File: src/verilog/dbt_pkg.sv
// Purpose: constants for the dual byte split timer
// Assumes: 8-bit counters, four channels per counter
// Notes:   prescaler select codes are a small power-of-two set
package dbt_pkg;
    localparam int CNT_W        = 8;
    localparam int NUM_CH       = 4;
    localparam int PRE_W        = 3;
    localparam int PRE_CNT_W    = 10;
    localparam logic [7:0] CNT_RST   = 8'h00;
    localparam logic [7:0] PER_RST   = 8'hFF;
    localparam logic [7:0] CNT_ZERO  = 8'h00;
    localparam logic [9:0] PRE_ZERO  = 10'h000;
    localparam logic [9:0] PRE_ONE   = 10'h001;
    typedef enum logic [1:0] {
        DBT_SRC_OFF = 2'b00,
        DBT_SRC_PRE = 2'b01,
        DBT_SRC_EVT = 2'b11
    } dbt_src_e;
endpackage : dbt_pkg

File: src/verilog/dbt_dual_byte_split_timer.sv
// Purpose: split-mode timer, two 8-bit down counters, eight pwm outputs
// Assumes: all inputs synchronous to clk
// Notes:   pwm output high while count is below compare value
`timescale 1ns/1ps
module dbt_dual_byte_split_timer
    import dbt_pkg::*;
(
    input  wire logic                     clk,
    input  wire logic                     resetn,
    input  wire logic [1:0]               clkSrc,
    input  wire logic [PRE_W-1:0]         preSel,
    input  wire logic                     evtCount,
    input  wire logic [CNT_W-1:0]         perLo,
    input  wire logic [CNT_W-1:0]         perHi,
    input  wire logic [NUM_CH*CNT_W-1:0]  cmpLo,
    input  wire logic [NUM_CH*CNT_W-1:0]  cmpHi,
    input  wire logic [NUM_CH-1:0]        cmpFlagClr,
    input  wire logic [1:0]               unfFlagClr,
    output logic      [CNT_W-1:0]         cntLo,
    output logic      [CNT_W-1:0]         cntHi,
    output logic      [2*NUM_CH-1:0]      pwmOut,
    output logic      [NUM_CH-1:0]        cmpFlagLo,
    output logic      [NUM_CH-1:0]        cmpEvtLo,
    output logic      [NUM_CH-1:0]        cmpDmaLo,
    output logic      [1:0]               unfFlag,
    output logic      [1:0]               unfEvt,
    output logic                          unfDmaLo
);
    logic [PRE_CNT_W-1:0] preCnt_q;
    logic [PRE_CNT_W-1:0] preLimit;
    logic                 preTick;
    logic                 tick;
    logic [CNT_W-1:0]     cntLo_q;
    logic [CNT_W-1:0]     cntHi_q;
    logic [NUM_CH-1:0]    hitLo;
    logic [2*NUM_CH-1:0]  pwm_q;
    logic [NUM_CH-1:0]    cmpFlag_q;
    logic [NUM_CH-1:0]    cmpEvt_q;
    logic [1:0]           unfFlag_q;
    logic [1:0]           unfEvt_q;

    // prescaler: divide by 2**preSel, a one-cycle enable
    assign preLimit = PRE_CNT_W'(PRE_ONE << preSel);
    // compare with >= so lowering preSel never strands the count
    assign preTick  = (preCnt_q >= preLimit - PRE_ONE);
    always_ff @(posedge clk) begin
        if (!resetn || clkSrc != DBT_SRC_PRE || preTick) begin
            preCnt_q <= PRE_ZERO;
        end else begin
            preCnt_q <= preCnt_q + PRE_ONE;
        end
    end

    always_comb begin
        case (clkSrc)
            DBT_SRC_PRE: tick = preTick;
            DBT_SRC_EVT: tick = evtCount;
            default:     tick = 1'b0;
        endcase
    end

    // both counters share tick; each reloads its own period
    always_ff @(posedge clk) begin
        if (!resetn) begin
            cntLo_q <= CNT_RST;
        end else if (tick) begin
            if (cntLo_q == CNT_ZERO) begin
                cntLo_q <= perLo;
            end else begin
                cntLo_q <= cntLo_q - 8'h01;
            end
        end
    end

    always_ff @(posedge clk) begin
        if (!resetn) begin
            cntHi_q <= CNT_RST;
        end else if (tick) begin
            if (cntHi_q == CNT_ZERO) begin
                cntHi_q <= perHi;
            end else begin
                cntHi_q <= cntHi_q - 8'h01;
            end
        end
    end

    // match on the tick that loads the compare value
    always_comb begin
        for (int n = 0; n < NUM_CH; n++) begin
            hitLo[n] = tick &&
                (cntLo_q - 8'h01) == cmpLo[n*CNT_W +: CNT_W] &&
                cntLo_q != CNT_ZERO;
        end
    end

    // registered pwm: high while count below compare
    always_ff @(posedge clk) begin
        if (!resetn) begin
            pwm_q <= '0;
        end else begin
            for (int n = 0; n < NUM_CH; n++) begin
                pwm_q[n] <=
                    cntLo_q < cmpLo[n*CNT_W +: CNT_W];
                pwm_q[n+NUM_CH] <=
                    cntHi_q < cmpHi[n*CNT_W +: CNT_W];
            end
        end
    end

    // only the low counter feeds compare flags, events and dma; set wins clear
    always_ff @(posedge clk) begin
        if (!resetn) begin
            cmpFlag_q <= '0;
            cmpEvt_q  <= '0;
        end else begin
            cmpFlag_q <= (cmpFlag_q & ~cmpFlagClr) | hitLo;
            cmpEvt_q  <= hitLo;
        end
    end

    always_ff @(posedge clk) begin
        if (!resetn) begin
            unfFlag_q <= '0;
            unfEvt_q  <= '0;
        end else begin
            unfEvt_q  <= {tick && cntHi_q == CNT_ZERO,
                          tick && cntLo_q == CNT_ZERO};
            unfFlag_q <= (unfFlag_q & ~unfFlagClr) |
                         {tick && cntHi_q == CNT_ZERO,
                          tick && cntLo_q == CNT_ZERO};
        end
    end

    assign cntLo     = cntLo_q;
    assign cntHi     = cntHi_q;
    assign pwmOut    = pwm_q;
    assign cmpFlagLo = cmpFlag_q;
    assign cmpEvtLo  = cmpEvt_q;
    assign cmpDmaLo  = cmpEvt_q;
    assign unfFlag   = unfFlag_q;
    assign unfEvt    = unfEvt_q;
    assign unfDmaLo  = unfEvt_q[0];
endmodule : dbt_dual_byte_split_timer

File: config.mk
export PLATFORM = sky130hd
export DESIGN_NAME = dbt_dual_byte_split_timer
export DESIGN_NICKNAME = d
export VERILOG_FILES = /design/src/verilog/dbt_pkg.sv /design/src/verilog/dbt_dual_byte_split_timer.sv
export SDC_FILE = /design/constraint.sdc
export NUM_CORES = 1
export LEC_CHECK = 0
export ABC_AREA = 0
export BUFFER_PORTS_ARGS = -buffer_cell sky130_fd_sc_hd__buf_2
export CAP_MARGIN = 20
export CORE_ASPECT_RATIO = 0.75
export CORE_MARGIN = 2
export CORE_UTILIZATION = 30
export DETAILED_ROUTE_END_ITERATION = 7
export HOLD_SLACK_MARGIN = 0.12
export PLACE_DENSITY_LB_ADDON = 0.25
export SLEW_MARGIN = 40
export SYNTH_ARGS = -nofsm -noshare
export SYNTH_HDL_FRONTEND = slang
export SYNTH_SLANG_ARGS = --single-unit
File: constraint.sdc
create_clock -name clk -period 2.8 [get_ports clk]
set_input_delay 0.28 -clock clk [delete_from_list [all_inputs] [get_ports clk]]
set_output_delay 0.28 -clock clk [all_outputs]
set_load 0.02 [all_outputs]
; ---- After elaboration in Yosys (flattened, before gate mapping)
; Index checks and enable logic that the tools add are counted.
[totals]
in_bits = 94
reg_bits = 46
output_inout_bits = 41
elab_cells = 54
[classes]
n_shift = 1
magnitude_cmp = 9
n_addsub = 4
muxes = 3
n_eq_ne = 7
n_bitwise = 6
n_reduce_logical = 16
[ops]
columns = cell, n
row1 = less-than comparator 8 bit, 8
row2 = equality test 8 bit, 4
row3 = logical NOT 8 bit, 2
row4 = two-way mux 8 bit, 2
row5 = "subtractor 8 x 1 -> 8 bit, second input constant", 2
row6 = "adder 10 x 1 -> 10 bit, second input constant", 1
row7 = greater-or-equal comparator 10 bit, 1
row8 = logical AND 1 bit, 10
row9 = "<< shifter 1 x 3 -> 10 bit, first input constant", 1
row10 = "subtractor 10 x 1 -> 10 bit, second input constant", 1
row11 = nonzero test 8 bit, 1
row12 = AND 4 bit, 1
row13 = NOT 4 bit, 1
row14 = bitwise OR 4 bit, 1
row15 = AND 2 bit, 1
row16 = "equality test 2 x 1 -> 1 bit, second input constant", 1
row17 = "equality test 2 bit, second input constant", 1
row18 = logical OR 1 bit, 2
row19 = "!= test 2 x 1 -> 1 bit, second input constant", 1
row20 = NOT 2 bit, 1
row21 = bitwise OR 2 bit, 1
row22 = case mux 1 bit (2 select lines), 1
row23 = logical NOT 1 bit, 1

; ---- Depth between registers and ports, before layout
[logic_depth]
word_depth = 7
depth_mapped = 16
depth_no_buf = 13

; ---- Worst setup path before layout
; Ideal clock, no wire load.
[synth_timing]
kind = input to register
from = input port preSel[1]
to = register cntHi_q[5], in the netlist cntHi[5]
path_slack_ps = -38
t_arrival_ps = 2762
setup_time_ps = 76
path_buffers = 1
cell_stages = 13
required_ps = 2724
cell_sequence = or3_1 -> ha_1 -> clkbuf_1 -> nor3_1 -> a21o_1 -> a21oi_1 -> ha_1 -> o21a_1 -> o21ai_0 -> a21oi_1 -> nand3_2 -> or4_1 -> a21boi_0
[synth_via]
elab_chain_cells = 4
[synth_lines]
columns = item, line
row1 = start: declaration, dbt_dual_byte_split_timer.sv:11  ; input wire logic [PRE_W-1:0] preSel,
row2 = << shifter 1 x 3 -> 10 bit, dbt_dual_byte_split_timer.sv:43  ; assign preLimit = PRE_CNT_W'(PRE_ONE << preSel);
row3 = subtractor 10 x 1 -> 10 bit, dbt_dual_byte_split_timer.sv:45  ; assign preTick = (preCnt_q >= preLimit - PRE_ONE);
row4 = greater-or-equal comparator 10 bit, dbt_dual_byte_split_timer.sv:45
row5 = case mux 1 bit (2 select lines), dbt_dual_byte_split_timer.sv:55  ; case (clkSrc)
row6 = end signal: assignment, dbt_dual_byte_split_timer.sv:80  ; cntHi_q <= perHi;
row7 = end signal: assignment, dbt_dual_byte_split_timer.sv:82  ; cntHi_q <= cntHi_q - 8'h01;
row8 = end: declaration, dbt_dual_byte_split_timer.sv:34  ; logic [CNT_W-1:0] cntHi_q;
; Every way passes these cells.
; A chain may end at the register's enable or synchronous reset.

; ---- Final worst setup path
[layout_timing]
from = input port preSel[1]
to = register cntLo_q[2], in the netlist cntLo[2]
[layout_via]
elab_chain_cells = 4
[layout_lines]
columns = item, line
row1 = << shifter 1 x 3 -> 10 bit, dbt_dual_byte_split_timer.sv:43
row2 = subtractor 10 x 1 -> 10 bit, dbt_dual_byte_split_timer.sv:45
row3 = greater-or-equal comparator 10 bit, dbt_dual_byte_split_timer.sv:45
row4 = case mux 1 bit (2 select lines), dbt_dual_byte_split_timer.sv:55
row5 = end signal: assignment, dbt_dual_byte_split_timer.sv:68  ; cntLo_q <= perLo;
row6 = end signal: assignment, dbt_dual_byte_split_timer.sv:70  ; cntLo_q <= cntLo_q - 8'h01;
row7 = end: declaration, dbt_dual_byte_split_timer.sv:33  ; logic [CNT_W-1:0] cntLo_q;
; Every way passes these cells.

==> flow_summary.json <==
{
  "p_int_w": 0.00175,
  "post-route-period-util": 0.920,
  "die_area_um2": 16800,
  "cp_common_cell": "ha_1",
  "synth_edf_count": 0,
  "dp.final_hpwl_um": 11400,
  "crit_fanout": 18,
  "fin_nets": 918,
  "vdd_drop_max_mv": 0.241,
  "synth_ff_type": "dfxtp_1",
  "gp_congestion": 0.843,
  "vias_per_cell": 4.91,
  "antenna_found_initial": 1,
  "worstSetupEndpointType": "flip-flop",
  "post_cts_buffers": 0,
  "dieHeight_um": 113,
  "path_clk_slew_ps": 70,
  "antenna_left": 0,
  "startpoint": "preSel[1]",
  "cts_buffer_depth": 2,
  "cts_sinks": 46,
  "grt_start_max_net_pins": 21,
  "power.leakage_nw": 3.08,
  "pwr-share-seq": 0.265,
  "coreArea_um2": 15300,
  "cts-htree-levels": 2,
  "avgSynthCellArea_um2": 7.81,
  "synth_fp_nets": 773,
  "wl_um": 14100,
  "power_w": 0.00307,
  "crit_path_start_kind": "primary input",
  "slowest_stage": "or3_1",
  "r2r-start": "cntLo[0]",
  "rsz0062_at_grt": "no",
  "grt_usage": 0.168,
  "yosysUniqueCellTypes": 72,
  "holdBufCountCts": 0,
  "io_buffers": 134,
  "tightest_slew_ps": 767,
  "grt_pass1_wl_um": 22100,
  "p_comb_frac": 0.529,
  "num_rows": 39,
  "crit_type": "primary input to flip-flop",
  "p_switching_w": 0.00132,
  "place_area_um2": 5750,
  "timing.hold.ws_ps": 244,
  "fp.dieW_um": 149,
  "first_global_vias": 4131,
  "fmax_ghz": 0.388,
  "crit_chain": "buf_2 -> or3_1 -> ha_1 -> nor3_1 -> a21o_1 -> a21oi_1 -> ha_1 -> o21a_1 -> o21ai_0 -> a21oi_2 -> and3_1 -> buf_12 -> buf_4 -> a32o_1",
  "netlist_area_um2": 4720,
  "num_vias": 4696,
  "slew_headroom": 0.488,
  "synthCells": 605,
  "syn_to_final_growth_pct": 25.0,
  "insertion_delay_ps": 300,
  "drive_above_1_share": 0.262,
  "wl_per_cell_um": 14.7,
  "tns_ps": 0,
  "setup-violations-final": 0,
  "initialDrtViolationCount": 351,
  "required_ps": 3000,
  "cts_buffers": 5,
  "hold_path_class": "primary input to flip-flop",
  "synth-seq-area-share": 0.195,
  "power.share.clock": 0.206,
  "yosys_warnings": 0,
  "drc": 0,
  "layout_common_cells": "buf_2, inv_1, ha_1",
  "initial_utilization": 0.308,
  "drt-pass1-iter-count": 7,
  "power_density_nw_per_um2": 519,
  "switching_share": 0.430,
  "hp-start": "cmpFlagClr[3]",
  "clock-skew-final_ps": 6.67,
  "maxSlewViolCount": 0,
  "drv_cap": 0,
  "ys_ff_latch": 46,
  "arrival_ps": 2770,
  "final_common_cell": "buf_2",
  "ios": 135,
  "cts_tree": "done",
  "status": "complete, no violations",
  "clockRootBuffer": "clkbuf_16",
  "min_period_ps": 2580,
  "gr-total-overflow": 0,
  "cpPeakStageDelay_ps": 400,
  "final_hold_viol_count": 0,
  "stdcell_area_um2": 5910,
  "async_flop_share": 0
}
## cell type report
cell class                 instances  area [um^2]
clock inverter                     1         5.00
clock buffer                       7          143
multi-input combinational        453         3350
timing repair buffer             167          943
antenna                            1         2.50
fill                            1651         9420
inverter                          77          289
tap                              205          256
sequential                        46          921
## worst max-delay path, delay by kind of cell
kind	cells	cell delay, ps
compound gates	6	820
fa+ha+maj	2	500
buf+inv	3	410
simple gates	3	750
## worst paths after layout
kind / cells past startpoint / to / slack [ps]
setup / recovery: 14 / cntLo[2] / 220
setup reg to reg: 9 / cmpFlagLo[3] / 320
hold / removal: 3 / cmpFlagLo[3] / 240
hold reg to reg: 1 / cmpFlagLo[2] / 480
## stage by stage
step / setup WS, ps / utilization / cells
after floorplan: -13.1 / - / 605
after global placement: -95.1 / 0.375 / 948
after detailed placement: -140 / 0.375 / 948
after CTS: 182 / 0.385 / 956
after global routing: 30.0 / 0.385 / 957
final: 223 / 0.385 / 957
## power groups by stage
| stage | clock network [W] | registers (W) | logic (W) |
|---|---|---|---|
| floorplan | 0 | 0.000856 | 0.00109 |
| global placement | 0 | 0.000828 | 0.00161 |
| detailed placement | 0 | 0.000827 | 0.00161 |
| CTS | 0.000645 | 0.000813 | 0.00162 |
| global route | 0.000677 | 0.000824 | 0.00181 |
| finish | 0.000631 | 0.000813 | 0.00162 |
## registers in the layout (all words and copies together), names as in the netlist
signal	flops
unfFlag	2
cntHi	8
cntLo	8
pwmOut	8
unfEvt	2
cmpFlagLo	4
preCnt_q	10
cmpDmaLo	4
## layer usage
metal	routed length (um)	track usage
met5	0	0
met4	182	0.0444
met3	716	0.0228
met2	6030	0.241
met1	7190	0.260
## cell usage after synthesis, types with 4 or more instances
cell | number | area [um^2]
o22ai_1 | 4 | 25.0
ha_1 | 74 | 926
nor2b_1 | 16 | 100
or3_1 | 4 | 25.0
nor2_1 | 46 | 173
buf_4 | 5 | 37.5
nand4_1 | 6 | 37.5
a21oi_1 | 26 | 130
o211ai_1 | 8 | 60.1
xor2_1 | 13 | 114
a21o_1 | 10 | 75.1
buf_6 | 4 | 45.0
nand2_1 | 39 | 146
nand3_1 | 15 | 75.1
o21ai_0 | 30 | 150
clkbuf_1 | 7 | 26.3
xnor2_1 | 20 | 175
a21boi_0 | 4 | 30.0
nor3_1 | 14 | 70.1
nor3b_1 | 4 | 30.0
dfxtp_1 | 46 | 921
a211oi_1 | 9 | 67.6
and3_1 | 6 | 37.5
mux2i_1 | 6 | 60.1
a31oi_1 | 9 | 56.3
nand3b_1 | 6 | 45.0
buf_2 | 12 | 60.1
inv_1 | 77 | 289
nand2b_1 | 14 | 87.6
o31ai_1 | 5 | 37.5
## what timing repair did
| item | 4_1_cts | 5_1_grt |
|---|---|---|
| endpoints found under the hold margin | 0 | 0 |
| gates resized for setup | 0 | 1 |
| endpoints found under the setup margin | 0 | 2 |
## kinds of logic (layout without fill, tap and decap cells)
| kind of cell | Yosys count | in the layout | synth area share |
|---|---|---|---|
| flip-flops | 46 | 46 | 0.195 |
| other | 2 | 3 | 0.00159 |
| adder cells (fa/ha/maj) | 74 | 74 | 0.196 |
| XOR/XNOR | 33 | 33 | 0.0612 |
| buffers and inverters | 106 | 252 | 0.0977 |
| AND/OR/NAND/NOR | 197 | 197 | 0.229 |
| AO/OA/AOI/OAI | 140 | 140 | 0.204 |
| multiplexers | 7 | 7 | 0.0151 |
Note: power is estimated with default switching activity, not from simulation.
